### config.mk
export PLATFORM = sky130hd
export DESIGN_NAME = sas_sequencer
export DESIGN_NICKNAME = d
export VERILOG_FILES = /design/src/rtl/sas_pkg.sv /design/src/rtl/sas_core_if.sv /design/src/rtl/sas_tick_div.sv /design/src/rtl/sas_sequencer.sv
export SDC_FILE = /design/constraint.sdc
export NUM_CORES = 1
export LEC_CHECK = 0
export BUFFER_PORTS_ARGS = -buffer_cell sky130_fd_sc_hd__buf_2
export CORE_AREA = 2 2 83 85
export DETAILED_ROUTE_END_ITERATION = 16
export DIE_AREA = 0 0 85 87
export HOLD_SLACK_MARGIN = 0.03
export PLACE_DENSITY_LB_ADDON = 0.15
export SETUP_SLACK_MARGIN = 0.2
export SLEW_MARGIN = 0
export SYNTH_ARGS = -nofsm -noshare
export SYNTH_HDL_FRONTEND = slang
export SYNTH_SLANG_ARGS = --single-unit
### constraint.sdc
create_clock -name pclk -period 6.2 [get_ports pclk]
set_input_delay 0 -clock pclk [delete_from_list [all_inputs] [get_ports pclk]]
set_output_delay 0 -clock pclk [all_outputs]
set_load 0.02 [all_outputs]
### src/rtl/sas_pkg.sv
// shared constants for the converter sequencer
package sas_pkg;
   localparam int          RESULT_W          = 12;
   localparam int          CHAN_W            = 4;
   localparam logic [11:0] CTRL_ADDR         = 12'h0AD;
   localparam logic [11:0] RES_HIGH_ADDR     = 12'h0AF;
   localparam logic [11:0] RES_LOW_ADDR      = 12'h0AE;
   localparam logic [11:0] IRQ_EN_ADDR       = 12'h0B0;
   localparam logic [11:0] STATUS_ADDR       = 12'h0B4;
   localparam logic [11:0] MASK_ADDR         = 12'h0B8;
   localparam int          CTRL_POWER_BIT    = 7;
   localparam int          CTRL_TRIGGER_BIT  = 6;
   localparam int          CTRL_SLOW_BIT     = 5;
   localparam int          CTRL_DONE_BIT     = 4;
   localparam logic [7:0]  CTRL_RESET        = 8'h00;
   localparam logic [3:0]  CHAN_LAST_PIN     = 4'h9;
   localparam logic [3:0]  CHAN_QUARTER_SUPPLY = 4'hF;
   localparam int          CLK_HZ            = 40000000;
   localparam int          FAST_HZ           = 2000000;
   localparam int          SLOW_HZ           = 333000;
   localparam int          FAST_DIV          = CLK_HZ / FAST_HZ;
   localparam int          SLOW_DIV          = CLK_HZ / SLOW_HZ;
   localparam int          SAMPLE_PERIODS    = 6;
   localparam int          CONVERT_PERIODS   = 14;
   localparam int          DIV_W             = 8;
   localparam int          CNT_W             = 4;
   typedef enum logic [1:0] {SAS_IDLE, SAS_SAMPLE, SAS_CONVERT} sas_state_t;
endpackage : sas_pkg

### src/rtl/sas_core_if.sv
// link between sequencer and its tick divider
`timescale 1ns/1ps
interface sas_core_if;
   logic             run;
   logic [7:0]       divide;
   logic             tick;
   modport seq (output run, output divide, input tick);
   modport div (input run, input divide, output tick);
endinterface : sas_core_if

### src/rtl/sas_tick_div.sv
// clock-enable divider: one tick every divide cycles while run is high
`timescale 1ns/1ps
module sas_tick_div
   import sas_pkg::*;
(
   input  wire logic pclk,
   input  wire logic presetn,
   sas_core_if.div   link
);
   logic [DIV_W-1:0] cnt_ff;
   logic             tick_ff;

   always_ff @(posedge pclk or negedge presetn) begin
      if (!presetn) begin
         cnt_ff  <= '0;
         tick_ff <= 1'b0;
      end else if (!link.run) begin
         // preload one: the registered tick would otherwise stretch the first period by a cycle
         cnt_ff  <= DIV_W'(1);
         tick_ff <= 1'b0;
      end else if (cnt_ff == link.divide - 8'h01) begin
         cnt_ff  <= '0;
         tick_ff <= 1'b1;
      end else begin
         cnt_ff  <= cnt_ff + 8'h01;
         tick_ff <= 1'b0;
      end
   end
   assign link.tick = tick_ff;
endmodule : sas_tick_div

### src/rtl/sas_sequencer.sv
// converter control sequencer with apb register slave
//
// The implementer's own choice: the APB register port.
`timescale 1ns/1ps
// Notes on behaviour
// - produce a 12-bit result from the converter core over muxed pins
// - power bit: 0 turns converter power off, 1 on; resets to 0
// - writing 0 to trigger does nothing
// - slow select: sampling clock 2MHz when 0, 333kHz when 1
// - conversion clock stays 2MHz regardless of slow select
// - six sampling periods then fourteen conversion periods
// - trigger clears the done flag
// - finish sets done flag; it stays until changed
// - done flag is the interrupt request; only software clears it (irq here also comes from status masked by mask)
// - codes 0..9 pick pins, 1111 picks quarter supply node
// - result bits 11..4 in high byte, 3..0 in low byte upper nibble
// - done flag interrupts only while irq enable is 1
module sas_sequencer
   import sas_pkg::*;
(
   input  wire logic                pclk,
   input  wire logic                presetn,
   input  wire logic                psel,
   input  wire logic                penable,
   input  wire logic                pwrite,
   input  wire logic [11:0]         paddr,
   input  wire logic [31:0]         pwdata,
   output logic      [31:0]         prdata,
   output logic                     pready,
   output logic                     pslverr,
   output logic                     converter_power_on,
   output logic [CHAN_W-1:0]        input_channel_select,
   output logic                     quarter_supply_select,
   output logic                     sample_hold,
   output logic                     convert_step,
   input  wire logic [RESULT_W-1:0] core_result,
   output logic                     irq
);
   sas_core_if link ();
   sas_state_t       state_ff;
   logic [CNT_W-1:0] period_ff;
   logic             power_ff;
   logic             slow_ff;
   logic             done_ff;
   logic [CHAN_W-1:0] chan_ff;
   logic [7:0]       res_high_ff;
   logic [3:0]       res_low_ff;
   logic             irq_en_ff;
   logic [1:0]       status_ff;
   logic [1:0]       mask_ff;
   logic [31:0]      prdata_ff;
   logic [RESULT_W-1:0] core_s1_ff;
   logic [RESULT_W-1:0] core_s2_ff;
   logic             wr;
   logic             rd;
   logic             trigger;
   logic             finish;
   logic             mapped;
   logic [31:0]      nxt_prdata;

   sas_tick_div u_div (
      .pclk    (pclk),
      .presetn (presetn),
      .link    (link.div)
   );

   assign wr      = psel && penable && pwrite;
   assign rd      = psel && penable && !pwrite;
   assign pready  = 1'b1;
   assign mapped  = (paddr == CTRL_ADDR) || (paddr == RES_HIGH_ADDR) || (paddr == RES_LOW_ADDR) ||
                    (paddr == IRQ_EN_ADDR) || (paddr == STATUS_ADDR) || (paddr == MASK_ADDR);
   assign pslverr = psel && penable && !mapped;
   // a trigger written with the power bit at 0 is ignored: the core has no supply
   assign trigger = wr && (paddr == CTRL_ADDR) && pwdata[CTRL_TRIGGER_BIT] && pwdata[CTRL_POWER_BIT];
   assign finish  = (state_ff == SAS_CONVERT) && link.tick && (period_ff == CNT_W'(CONVERT_PERIODS - 1));

   // sampling divider follows slow select, conversion is always fast
   assign link.run    = (state_ff != SAS_IDLE);
   assign link.divide = (state_ff == SAS_SAMPLE && slow_ff) ? 8'(SLOW_DIV) : 8'(FAST_DIV);

   always_ff @(posedge pclk or negedge presetn) begin
      if (!presetn) begin
         state_ff  <= SAS_IDLE;
         period_ff <= '0;
      end else begin
         case (state_ff)
            SAS_IDLE: begin
               period_ff <= '0;
               if (trigger) begin
                  state_ff <= SAS_SAMPLE;
               end
            end
            SAS_SAMPLE: begin
               if (!power_ff) begin
                  state_ff <= SAS_IDLE;
               end else if (link.tick) begin
                  if (period_ff == CNT_W'(SAMPLE_PERIODS - 1)) begin
                     period_ff <= '0;
                     state_ff  <= SAS_CONVERT;
                  end else begin
                     period_ff <= period_ff + 4'h1;
                  end
               end
            end
            SAS_CONVERT: begin
               if (!power_ff || finish) begin
                  state_ff <= SAS_IDLE;
               end else if (link.tick) begin
                  period_ff <= period_ff + 4'h1;
               end
            end
            default: begin
               state_ff <= SAS_IDLE;
            end
         endcase
      end
   end

   always_ff @(posedge pclk or negedge presetn) begin
      if (!presetn) begin
         power_ff <= CTRL_RESET[CTRL_POWER_BIT];
         slow_ff  <= CTRL_RESET[CTRL_SLOW_BIT];
         chan_ff  <= CTRL_RESET[3:0];
      end else if (wr && paddr == CTRL_ADDR) begin
         power_ff <= pwdata[CTRL_POWER_BIT];
         slow_ff  <= pwdata[CTRL_SLOW_BIT];
         chan_ff  <= pwdata[3:0];
      end
   end

   // done flag: finish wins over any clear in the same cycle
   always_ff @(posedge pclk or negedge presetn) begin
      if (!presetn) begin
         done_ff <= 1'b0;
      end else if (finish) begin
         done_ff <= 1'b1;
      end else if (trigger) begin
         done_ff <= 1'b0;
      end else if (wr && paddr == CTRL_ADDR && !pwdata[CTRL_DONE_BIT]) begin
         done_ff <= 1'b0;
      end
   end

   // core result crosses in from analog side through two flops
   always_ff @(posedge pclk or negedge presetn) begin
      if (!presetn) begin
         core_s1_ff <= '0;
         core_s2_ff <= '0;
      end else begin
         core_s1_ff <= core_result;
         core_s2_ff <= core_s1_ff;
      end
   end

   always_ff @(posedge pclk or negedge presetn) begin
      if (!presetn) begin
         res_high_ff <= '0;
         res_low_ff  <= '0;
      end else if (finish) begin
         res_high_ff <= core_s2_ff[11:4];
         res_low_ff  <= core_s2_ff[3:0];
      end else if (wr && paddr == RES_HIGH_ADDR) begin
         res_high_ff <= pwdata[7:0];
      end else if (wr && paddr == RES_LOW_ADDR) begin
         res_low_ff  <= pwdata[7:4];
      end
   end

   always_ff @(posedge pclk or negedge presetn) begin
      if (!presetn) begin
         irq_en_ff <= 1'b0;
         mask_ff   <= '0;
      end else if (wr && paddr == IRQ_EN_ADDR) begin
         irq_en_ff <= pwdata[0];
      end else if (wr && paddr == MASK_ADDR) begin
         mask_ff   <= pwdata[1:0];
      end
   end

   // status bit0 conversion finished, bit1 trigger accepted; write one clears, set wins
   always_ff @(posedge pclk or negedge presetn) begin
      if (!presetn) begin
         status_ff <= '0;
      end else begin
         status_ff[0] <= finish  | (status_ff[0] & ~(wr && paddr == STATUS_ADDR && pwdata[0]));
         status_ff[1] <= trigger | (status_ff[1] & ~(wr && paddr == STATUS_ADDR && pwdata[1]));
      end
   end

   always_comb begin
      nxt_prdata = 32'h0000_0000;
      case (paddr)
         CTRL_ADDR:     nxt_prdata[7:0] = {power_ff, 1'b0, slow_ff, done_ff, chan_ff};
         RES_HIGH_ADDR: nxt_prdata[7:0] = res_high_ff;
         RES_LOW_ADDR:  nxt_prdata[7:0] = {res_low_ff, 4'h0};
         IRQ_EN_ADDR:   nxt_prdata[0]   = irq_en_ff;
         STATUS_ADDR:   nxt_prdata[1:0] = status_ff;
         MASK_ADDR:     nxt_prdata[1:0] = mask_ff;
         default:       nxt_prdata      = 32'h0000_0000;
      endcase
   end

   always_ff @(posedge pclk or negedge presetn) begin
      if (!presetn) begin
         prdata_ff <= '0;
      end else if (psel && !penable && !pwrite) begin
         prdata_ff <= nxt_prdata;
      end
   end
   assign prdata = rd ? prdata_ff : 32'h0000_0000;

   assign converter_power_on    = power_ff;
   assign input_channel_select  = chan_ff;
   assign quarter_supply_select = (chan_ff == CHAN_QUARTER_SUPPLY);
   assign sample_hold           = (state_ff == SAS_SAMPLE);
   assign convert_step          = (state_ff == SAS_CONVERT) && link.tick;
   // interrupt request from done flag under enable, or from masked status
   assign irq = (done_ff && irq_en_ff) || |(status_ff & mask_ff);
endmodule : sas_sequencer

==> results of run 1 <==
## cell usage after synthesis (3+ instances only)
cell type,number,share of area
sky130_fd_sc_hd__clkbuf_1,12,0.013
sky130_fd_sc_hd__ha_1,7,0.024
sky130_fd_sc_hd__nand3_1,10,0.014
sky130_fd_sc_hd__mux2_2,15,0.047
sky130_fd_sc_hd__mux2i_1,16,0.045
sky130_fd_sc_hd__and2_1,13,0.023
sky130_fd_sc_hd__nor3_1,3,0.0042
sky130_fd_sc_hd__nand4_1,5,0.0087
sky130_fd_sc_hd__a21boi_0,17,0.036
sky130_fd_sc_hd__inv_1,8,0.0084
sky130_fd_sc_hd__a22oi_1,3,0.0063
sky130_fd_sc_hd__and3_1,6,0.010
sky130_fd_sc_hd__nand2_1,43,0.045
sky130_fd_sc_hd__nor2_1,14,0.015
sky130_fd_sc_hd__buf_4,25,0.052
sky130_fd_sc_hd__o31ai_1,4,0.0084
sky130_fd_sc_hd__o21ai_0,9,0.013
sky130_fd_sc_hd__dfrtp_1,71,0.50
sky130_fd_sc_hd__xor2_1,5,0.012
sky130_fd_sc_hd__nand2b_1,5,0.0087
sky130_fd_sc_hd__a21oi_1,3,0.0042
## flip-flops by register name, summed over array words and instances (netlist names), 2 cells and up
| register | cells |
|---|---|
| status_ff | 2 |
| prdata_ff | 8 |
| res_high_ff | 8 |
| u_div.cnt_ff | 8 |
| mask_ff | 2 |
| core_s1_ff | 12 |
| res_low_ff | 4 |
| period_ff | 4 |
| core_s2_ff | 12 |
| state_ff | 2 |
| input_channel_select | 4 |
## per-stage QoR
step / hold WS, ns / instances / worst slack [ns] / utilization
floorplan: -0.296 / 363 / 4.01 / -
global route: 0.0881 / 495 / 3.34 / 0.647
CTS: 0.0366 / 495 / 3.60 / 0.647
detailed placement: 0.109 / 459 / 3.65 / 0.579
global placement: 0.108 / 459 / 3.72 / 0.579
finish: 0.0556 / 495 / 3.64 / 0.647
## final timing paths
kind / from / endpoint / slack [ns]
max in group asynchronous: presetn / prdata_ff[5] / 5.24
min in group asynchronous: presetn / u_div.cnt_ff[0] / 0.41
max reg2reg: state_ff[0] / period_ff[0] / 3.64
min: paddr[1] / prdata_ff[6] / 0.06
max: state_ff[0] / period_ff[0] / 3.64
min reg2reg: core_s1_ff[6] / core_s2_ff[6] / 0.35
## repair_timing
| action | 4_1_cts | 5_1_grt |
|---|---|---|
| buffers inserted | 0 | 0 |
| hold endpoints to repair | 94 | 0 |
| hold buffers | 20 | 0 |
| endpoints found under the setup margin | 0 | 0 |
| resized for setup | 0 | 0 |
## critical path: stages (launching register included)
cell	delay, ns
sky130_fd_sc_hd__dfrtp_1	0.40
sky130_fd_sc_hd__inv_1	0.12
sky130_fd_sc_hd__ha_1	0.25
sky130_fd_sc_hd__and4_1	0.61
sky130_fd_sc_hd__and2_0	0.70
sky130_fd_sc_hd__a2111o_1	0.24
sky130_fd_sc_hd__mux2i_1	0.08
## power by group
| part | total (uW) | leakage (uW) | internal, uW | switching [uW] |
|---|---|---|---|---|
| clock | 445 | 0.000123 | 268 | 176 |
| sequential | 507 | 0.000856 | 487 | 19.7 |
| combinational | 159 | 0.000998 | 63.4 | 95.6 |
| total | 1110 | 0.00198 | 819 | 292 |
## routing by layer
metal,GRT usage,up-vias
met5,0,-
met4,0.0866,0
met3,0.0370,11
met2,0.335,75
met1,0.275,1208
li1,-,1282
## kinds of logic (layout without fill, tap and decap cells)
logic type,count (synthesis),in the layout
other cells,2,25
flops,71,71
xor+xnor,6,6
simple gates,122,122
compound gates,54,54
mux,31,31
fa+ha+maj,7,7
buf+inv,47,99
## cell type report
| cell class | count | share of cell area |
|---|---|---|
| multi-input combinational | 245 | 0.381 |
| clock inverter | 7 | 0.0286 |
| tap | 80 | 0.0236 |
| clock buffer | 9 | 0.0292 |
| sequential | 71 | 0.418 |
| inverter | 8 | 0.00707 |
| timing repair buffer | 75 | 0.113 |
==> impl_metrics.env, run 1 <==
export IMPL_synth_yosys_warnings=0
export IMPL_global_route_congestion_overflow_total=0
export IMPL_die_area_sq_mm=0.00740
export IMPL_numCtsBuffers=9
export IMPL_layout_area_seq_sq_mm=0.00178
export IMPL_globalRouteTotalUtil=0.206
export IMPL_cts_root_buffer="sky130_fd_sc_hd__clkbuf_8"
export IMPL_syn_inst=340
export IMPL_max_freq_ghz=0.391
export IMPL_worst_r2r_cell_count=6
export IMPL_die_w_um=85
export IMPL_synthMuxAreaShare=0.0919
export IMPL_first_iter_violations=171
export IMPL_antenna_diode_count=0
export IMPL_cts_path_max_buffers=2
export IMPL_post_route_cell_area_sq_mm=0.00425
export IMPL_number_of_global_route_vias_before_repair=2552
export IMPL_wire_per_inst_um=14.4
export IMPL_placed_inst_area_sq_mm=0.00380
export IMPL_grt_setup_unrepaired="no"
export IMPL_layout_commonest_cell="sky130_fd_sc_hd__dfrtp_1"
export IMPL_wl_met3_um=335
export IMPL_critical_setup_path_class="reg -> reg"
export IMPL_maxUsedRoutingLayer="met4"
export IMPL_ys_ff_latch=71
export IMPL_buffer_ports_inserted=54
export IMPL_clock_insertion_delay_worst_skew_ns=0.34
export IMPL_critPathCaptureType="flip-flop"
export IMPL_report_final_hold_viol_count=0
export IMPL_timing_max_transition_violations_final=0
export IMPL_die_height_um=87
export IMPL_synth_compound_area_share=0.109
export IMPL_cts_tree="built"
export IMPL_timing_critical_path_required_ns=6.40
export IMPL_antenna_violations_before_repair=0
export IMPL_drt_met1_wl_um=3300
export IMPL_total_leakage_power_uw=0.00198
export IMPL_initial_utilization=0.545
export IMPL_number_of_different_library_cells_in_the_post_synthesis_netlist=60
export IMPL_clock_sinks=71
export IMPL_tightest_slew_ns=1.09
export IMPL_min_cycle_time_layout_ns=2.56
export IMPL_cp_data_arrival_time_ns=2.75
export IMPL_via_count=2576
export IMPL_final_net_count=478
export IMPL_share_of_flip_flops_with_an_asynchronous_set_or_reset=1.00
export IMPL_final_setup_viol_count=0
export IMPL_drt_wl_total_um=7140
export IMPL_combinational_family_with_the_most_area_after_synthesis="simple AND/OR/NAND/NOR gates"
export IMPL_synth_fa_ha_area_frac=0.0245
export IMPL_synth_edf_count=0
export IMPL_floorplan_io_pins=104
export IMPL_cap_viol_max_count=0
export IMPL_area_used_by_multi_input_combinational_logic_sq_mm=0.00162
export IMPL_synth_area_sq_mm=0.00358
export IMPL_finClkSkew_ns=0.00628
export IMPL_xor_xnor_fraction_of_synth_area=0.0147
export IMPL_relSlewSlack=0.262
export IMPL_clk_pin_slew_worst_paths_ns=0.08
export IMPL_design_power_total_uw=1110
export IMPL_htree_num_levels=3
export IMPL_grt_first_pass_wirelength_um=11900
export IMPL_crit_path_max_fanout=19
export IMPL_min_path_type="in -> reg"
export IMPL_final_layout_fill_cell_count=531
export IMPL_vias_per_cell=5.20
export IMPL_grt_start_max_net_pins=72
export IMPL_synth_simple_gate_area_share=0.185
export IMPL_vdd_ir_drop_max_mv=0.191
export IMPL_place_hpwl_um=4790
export IMPL_drc_markers=0
export IMPL_ys_seq_area_frac=0.496
export IMPL_hold_path_cell_count=3
export IMPL_min_period_over_period=0.412
export IMPL_setup_tns_final_ns=0
export IMPL_status="complete, no violations"
export IMPL_place_gp_congestion=0.840
export IMPL_start_kind="flip-flop"
export IMPL_post_synth_cell_area_avg_sq_um=10.5
export IMPL_mostFrequentLayoutCells="sky130_fd_sc_hd__dfrtp_1, sky130_fd_sc_hd__buf_2, sky130_fd_sc_hd__nand2_1"
export IMPL_met2_wl_um=3400
export IMPL_antenna_violating_nets_post_route=0
export IMPL_drive_gt1_frac=0.222
export IMPL_syn_to_final_growth_pct=18.7
export IMPL_core_area_sq_mm=0.00657
export IMPL_power_density_mw_per_mm2=261
export IMPL_detailedRoute_firstPassIterationCount=4
export IMPL_postSynth_topFlopCell="sky130_fd_sc_hd__dfrtp_1"
export IMPL_floorplan_rows=30
Power figures use the tool's default switching activity.
==> inputs of run 2 (changes only) <==
Settings changed: ABC_AREA set to 1, CORE_AREA 2 2 83 85 to 2 2 90 92, DIE_AREA 0 0 85 87 to 0 0 92 94.
Clock period 6.2 ns to 2.15 ns, I/O delays scaled along.
==> run 2 against run 1 <==
  * Via count up 7.5%
  * Core utilization down 8.3 points
  * Final area up 1.0%
  * Flip-flop and latch count unchanged
  * Clock power rose to 2.9 times the previous value
  * Setup slack worse by 3.2 ns
  * Sequential share of layout area down 0.43 points
  * Sequential power rose to 2.7 times the previous value
  * Worst hold slack better by 0.039 ns
  * Wire length down 0.62%
  * Combinational power up 19%
  * Largest cell class unchanged
  * Largest power group unchanged
==> impl_metrics.env, run 2 <==
export IMPL_status="complete, no violations"
export IMPL_grt_first_pass_wirelength_um=12200
export IMPL_timing_max_transition_violations_final=0
export IMPL_start_kind="flip-flop"
export IMPL_synth_yosys_warnings=0
export IMPL_place_hpwl_um=5000
export IMPL_share_of_flip_flops_with_an_asynchronous_set_or_reset=1.00
export IMPL_initial_utilization=0.463
export IMPL_synth_area_sq_mm=0.00352
export IMPL_floorplan_io_pins=104
export IMPL_number_of_global_route_vias_before_repair=2646
export IMPL_setup_tns_final_ns=0
export IMPL_timing_critical_path_required_ns=2.42
export IMPL_critical_setup_path_class="reg -> reg"
export IMPL_vdd_ir_drop_max_mv=0.484
export IMPL_post_cts_resized_instances=0
export IMPL_die_area_sq_mm=0.00865
export IMPL_drc_markers=0
export IMPL_cp_data_arrival_time_ns=1.98
export IMPL_postCtsSetupRepairBufs=0
export IMPL_min_path_type="in -> reg"
export IMPL_place_gp_congestion=0.803
export IMPL_cts_path_max_buffers=2
export IMPL_numCtsBuffers=9
export IMPL_synth_fa_ha_area_frac=0.0249
export IMPL_finClkSkew_ns=0.00940
export IMPL_combinational_family_with_the_most_area_after_synthesis="simple AND/OR/NAND/NOR gates"
export IMPL_max_freq_ghz=0.584
export IMPL_ys_seq_area_frac=0.504
export IMPL_min_cycle_time_layout_ns=1.71
export IMPL_antenna_diode_count=0
export IMPL_wire_per_inst_um=11.8
export IMPL_final_setup_viol_count=0
export IMPL_critPathCaptureType="flip-flop"
export IMPL_critical_path_max_stage_delay_ns=0.39
export IMPL_crit_path_max_fanout=6
export IMPL_critPathMostFrequentCell="sky130_fd_sc_hd__a21oi_1"
export IMPL_crit_path_cell_trace="inv_1 > ha_1 > or2_2 > a21oi_1 > nand2_1 > inv_1 > a21oi_1 > a21oi_1"
export IMPL_min_period_over_period=0.796
export IMPL_ys_ff_latch=71
export IMPL_globalRouteTotalUtil=0.179
export IMPL_cap_viol_max_count=0
export IMPL_crit_path_top_delay_cell="sky130_fd_sc_hd__dfrtp_1"
export IMPL_post_synth_cell_area_avg_sq_um=8.55
export IMPL_synth_top_cells_by_area="sky130_fd_sc_hd__dfrtp_1, sky130_fd_sc_hd__nand2_1, sky130_fd_sc_hd__buf_4, sky130_fd_sc_hd__inv_1, sky130_fd_sc_hd__nand3_1"
export IMPL_htree_num_levels=3
export IMPL_detailedRoute_firstPassIterationCount=4
export IMPL_floorplan_rows=32
export IMPL_syn_inst=412
export IMPL_synth_top_cells_by_count="sky130_fd_sc_hd__nand2_1, sky130_fd_sc_hd__dfrtp_1, sky130_fd_sc_hd__inv_1"
export IMPL_path_buf_inv=2
export IMPL_report_final_hold_viol_count=0
export IMPL_path_delay_family="simple AND/OR/NAND/NOR gates"
export IMPL_cts_tree="built"
export IMPL_via_count=2768
export IMPL_cts_root_buffer="sky130_fd_sc_hd__clkbuf_8"
export IMPL_synth_edf_count=0
export IMPL_antenna_violations_before_repair=0
export IMPL_die_height_um=94
export IMPL_buffer_ports_inserted=54
export IMPL_vias_per_cell=4.60
export IMPL_postSynth_topFlopCell="sky130_fd_sc_hd__dfrtp_1"
export IMPL_clock_insertion_delay_worst_skew_ns=0.34
export IMPL_antenna_violating_nets_post_route=0
export IMPL_total_leakage_power_uw=0.00220
export IMPL_drt_wl_total_um=7100
export IMPL_synthMuxAreaShare=0
export IMPL_core_area_sq_mm=0.00761
export IMPL_final_net_count=564
export IMPL_layout_commonest_cell="sky130_fd_sc_hd__nand2_1"
export IMPL_clk_pin_slew_worst_paths_ns=0.07
export IMPL_clock_sinks=71
export IMPL_global_route_congestion_overflow_total=0
export IMPL_drive_gt1_frac=0.194
export IMPL_synth_compound_area_share=0.0664
export IMPL_cts_hold_buffers_added=21
export IMPL_netlist_top_cell_by_area="sky130_fd_sc_hd__dfrtp_1"
export IMPL_number_of_different_library_cells_in_the_post_synthesis_netlist=33
export IMPL_crit_path_start="state_ff[1]"
export IMPL_xor_xnor_fraction_of_synth_area=0.0149
export IMPL_first_iter_violations=161
export IMPL_power_density_mw_per_mm2=664
export IMPL_grt_setup_unrepaired="no"
export IMPL_post_synth_top_area_fraction=0.504
export IMPL_rr_startpoint="state_ff[1]"
export IMPL_mostFrequentLayoutCells="sky130_fd_sc_hd__nand2_1, sky130_fd_sc_hd__dfrtp_1, sky130_fd_sc_hd__buf_2"
export IMPL_biggestRegsByFlops="core_s1_ff: 12 flops, core_s2_ff: 12 flops"
export IMPL_grt_start_max_net_pins=72
export IMPL_fin_worst_hold_slack_ns=0.0942
export IMPL_synth_most_common_cell="sky130_fd_sc_hd__nand2_1"
export IMPL_holdCritStartpoint="pwrite"
export IMPL_syn_to_final_growth_pct=21.8
export IMPL_die_w_um=92
export IMPL_synth_simple_gate_area_share=0.270
run 2: changes by cell type in the layout (fill, tap and decap cells not counted), sizes merged, moves of 11 or more:
| cell | change |
|---|---|
| a21boi | -16 |
| and2 | -14 |
| inv | +46 |
| mux2 | -15 |
| mux2i | -16 |
| nand2 | +67 |
| nand3 | +28 |
| nor2 | +22 |
| o21ai | +11 |
run 2: cells by family (layout without fill, tap and decap cells):
logic type	after synthesis	count (layout)
buf+inv	83	148
simple gates	203	203
xor+xnor	6	6
fa+ha+maj	7	7
compound gates	40	40
other cells	2	25
flops	71	71
run 2: final timing paths:
| path | end | depth (start not counted) | slack (ns) |
|---|---|---|---|
| setup reg to reg | period_ff[0] | 8 | 0.44 |
| setup / recovery | period_ff[0] | 8 | 0.44 |
| hold / removal | prdata_ff[5] | 5 | 0.09 |
| hold reg to reg | core_s2_ff[7] | 0 | 0.34 |
| min in group asynchronous | u_div.cnt_ff[7] | 3 | 0.21 |
| max in group asynchronous | prdata_ff[5] | 3 | 1.64 |
run 2: layer usage:
metal	global-route usage	vias up	share of wire
li1	-	1420	-
met1	0.238	1263	0.48
met2	0.282	75	0.45
met3	0.0465	10	0.051
met4	0.0684	0	0.016
met5	0	-	0
run 2: final cells by class:
type	count	area, sq um
clock buffer	10	138
clock inverter	5	106
fill	713	3320
inverter	54	203
multi-input combinational	281	1420
sequential	71	1780
tap	102	128
timing repair buffer	79	523
run 2: through the flow:
step	cell area, sq um	total power [uW]	std cells	setup slack [ns]	utilization
finish	4290	2850	602	0.439	0.564
global route	4290	2960	602	0.239	0.564
CTS	4290	2880	602	0.445	0.564
detailed placement	3840	1550	566	0.445	0.504
global placement	3840	1550	566	0.498	0.504
floorplan	3610	1510	435	0.552	-
run 2: where the power goes:
part	internal (uW)	switching, uW
Sequential	1360	6.32
Combinational	66.0	124
Clock	798	496
run 2: worst reg2reg max path, stage by stage (launching register included):
cell and delay [ns]:
sky130_fd_sc_hd__dfrtp_1 0.39, sky130_fd_sc_hd__inv_1 0.08, sky130_fd_sc_hd__ha_1 0.23, sky130_fd_sc_hd__or2_2 0.32, sky130_fd_sc_hd__a21oi_1 0.15, sky130_fd_sc_hd__nand2_1 0.11, sky130_fd_sc_hd__inv_1 0.16, sky130_fd_sc_hd__a21oi_1 0.09
sky130_fd_sc_hd__a21oi_1 0.12
==> inputs of run 3 (changes only) <==
Settings changed: CORE_AREA 2 2 90 92 to 2 2 86 88, DIE_AREA 0 0 92 94 to 0 0 88 90.
Clock period 2.15 ns to 1.66 ns, I/O delays scaled along.
==> run 3 against run 2 <==
  * Final area rose by 4.1%
  * Setup slack worse by 0.32 ns
  * Final cell count increased by 1.8%
  * Register-to-register slack worse by 0.32 ns
  * Largest cell class unchanged
  * Count of clock-buffer cells in the layout up 1
  * Core utilization up 7.2 points
==> impl_metrics.env, run 3 (synthesis results as in run 2) <==
export IMPL_worst_r2r_cell_count=8
export IMPL_antenna_violations_before_repair=0
export IMPL_floorplan_rows=31
export IMPL_clk_pin_slew_worst_paths_ns=0.07
export IMPL_buffer_ports_inserted=54
export IMPL_total_leakage_power_uw=0.00229
export IMPL_power_net_switching_uw=793
export IMPL_final_layout_fill_cell_count=612
export IMPL_internal_power_uw=2580
export IMPL_globalRouteTotalUtil=0.191
export IMPL_post_route_cell_area_sq_mm=0.00447
export IMPL_place_gp_congestion=0.836
export IMPL_final_setup_viol_count=0
export IMPL_drt_wl_total_um=7270
export IMPL_floorplan_io_pins=104
export IMPL_core_area_sq_mm=0.00702
export IMPL_layout_commonest_cell="sky130_fd_sc_hd__nand2_1"
export IMPL_power_frac_comb=0.073
export IMPL_r2r_setup_slack_ns=0.12
export IMPL_cap_viol_max_count=0
export IMPL_fin_worst_hold_slack_ns=0.0919
export IMPL_global_route_congestion_overflow_total=0
export IMPL_vias_per_cell=4.68
export IMPL_report_final_hold_viol_count=0
export IMPL_sequentialPowerShare=0.524
export IMPL_crit_path_start="state_ff[1]"
export IMPL_die_height_um=90
export IMPL_antenna_diode_count=0
export IMPL_max_freq_ghz=0.648
export IMPL_power_switching_fraction=0.235
export IMPL_critPathCaptureType="flip-flop"
export IMPL_drive_gt1_frac=0.267
export IMPL_grt_first_pass_wirelength_um=11900
export IMPL_critical_path_endpoint="period_ff[2]"
export IMPL_placed_inst_area_sq_mm=0.00387
export IMPL_finClkSkew_ns=0.00746
export IMPL_final_net_count=577
export IMPL_clock_insertion_delay_worst_skew_ns=0.34
export IMPL_syn_to_final_growth_pct=26.8
export IMPL_wire_per_inst_um=11.9
export IMPL_clock_sinks=71
export IMPL_final_critical_path_setup_slack_ns=0.116
export IMPL_min_period_over_period=0.930
export IMPL_design_power_total_uw=3380
export IMPL_cts_tree="built"
export IMPL_detailedRoute_firstPassIterationCount=4
export IMPL_rr_startpoint="state_ff[1]"
export IMPL_cp_data_arrival_time_ns=1.81
export IMPL_status="complete, no violations"
export IMPL_antenna_violating_nets_post_route=0
export IMPL_initial_utilization=0.502
export IMPL_first_iter_violations=127
export IMPL_die_w_um=88
export IMPL_drc_markers=0
export IMPL_grt_start_max_net_pins=72
export IMPL_start_kind="flip-flop"
export IMPL_power_density_mw_per_mm2=756
export IMPL_numCtsBuffers=9
export IMPL_min_cycle_time_layout_ns=1.54
export IMPL_htree_num_levels=3
export IMPL_detailedPlace_worstSlack_ns=-0.00762
export IMPL_die_area_sq_mm=0.00792
export IMPL_via_count=2870
export IMPL_crit_path_max_fanout=4
export IMPL_setup_tns_final_ns=0
export IMPL_mostFrequentLayoutCells="sky130_fd_sc_hd__nand2_1, sky130_fd_sc_hd__dfrtp_1, sky130_fd_sc_hd__buf_2"
export IMPL_place_hpwl_um=5020
export IMPL_grt_setup_unrepaired="yes"
export IMPL_pwr_share_clk=0.403
export IMPL_number_of_global_route_vias_before_repair=2688
export IMPL_cts_root_buffer="sky130_fd_sc_hd__clkbuf_8"
export IMPL_biggestRegsByFlops="core_s1_ff: 12 flops, core_s2_ff: 12 flops"
export IMPL_cts_path_max_buffers=2
export IMPL_min_path_type="in -> reg"
export IMPL_timing_critical_path_required_ns=1.93
export IMPL_timing_max_transition_violations_final=0
export IMPL_vdd_ir_drop_max_mv=0.605
export IMPL_timing_rr_end="period_ff[2]"
export IMPL_critical_setup_path_class="reg -> reg"
-- run 3: area by class of cell --
| type | count | area [sq um] | share of cell area |
|---|---|---|---|
| multi-input cells | 282 | 1540 | 0.344 |
| clock buffers | 11 | 141 | 0.0317 |
| flip-flops and latches | 71 | 1780 | 0.398 |
| inverters | 54 | 210 | 0.0471 |
| clock inverters | 5 | 56.3 | 0.0126 |
| well taps | 99 | 124 | 0.0277 |
| repair buffers | 91 | 621 | 0.139 |
-- run 3: worst min path at each step --
| stage | start | end | slack, ns | cells past startpoint |
|---|---|---|---|---|
| floorplan | presetn | converter_power_on | -0.30 | 0 |
| CTS | penable | prdata_ff[5] | 0.09 | 5 |
| finish | penable | prdata_ff[5] | 0.09 | 5 |
| global route | penable | prdata_ff[5] | 0.11 | 5 |
| detailed placement | presetn | u_div.cnt_ff[7] | 0.05 | 2 |
| global placement | presetn | u_div.cnt_ff[7] | 0.05 | 2 |
-- run 3: critical path: stages (launching register included) --
cell and delay [ns]:
sky130_fd_sc_hd__dfrtp_2 0.43, sky130_fd_sc_hd__inv_2 0.08, sky130_fd_sc_hd__buf_4 0.14, sky130_fd_sc_hd__buf_4 0.12
sky130_fd_sc_hd__ha_1 0.27, sky130_fd_sc_hd__nand3_1 0.13, sky130_fd_sc_hd__inv_2 0.11, sky130_fd_sc_hd__nand2_1 0.07
sky130_fd_sc_hd__a21oi_2 0.13
-- run 3: per-stage QoR --
stage | utilization | cells
2_1_floorplan | - | 435
3_3_place_gp | 0.551 | 565
3_5_place_dp | 0.551 | 565
4_1_cts | 0.626 | 610
5_1_grt | 0.636 | 613
6_report | 0.636 | 613
-- run 3: per-layer routing --
metal	track usage	vias to the layer above	share of wire
met3	0.0340	14	0.046
met4	0.0744	0	0.018
met5	0	-	0
met2	0.306	84	0.47
li1	-	1461	-
met1	0.258	1311	0.46
-- run 3: power groups by stage --
stage	clock network, uW	registers (uW)	logic (uW)
3_5_place_dp	0	1800	210
4_1_cts	1390	1770	248
6_report	1360	1770	248
2_1_floorplan	0	1800	150
3_3_place_gp	0	1800	209
5_1_grt	1470	1770	277
-- run 3: what timing repair did --
item,in CTS,in global routing
resized for setup,19,14
buffers inserted,8,2
pin swaps,10,10
setup endpoints to repair,25,27
cloned,0,1
endpoints found under the hold margin,101,0
hold buffers,21,0
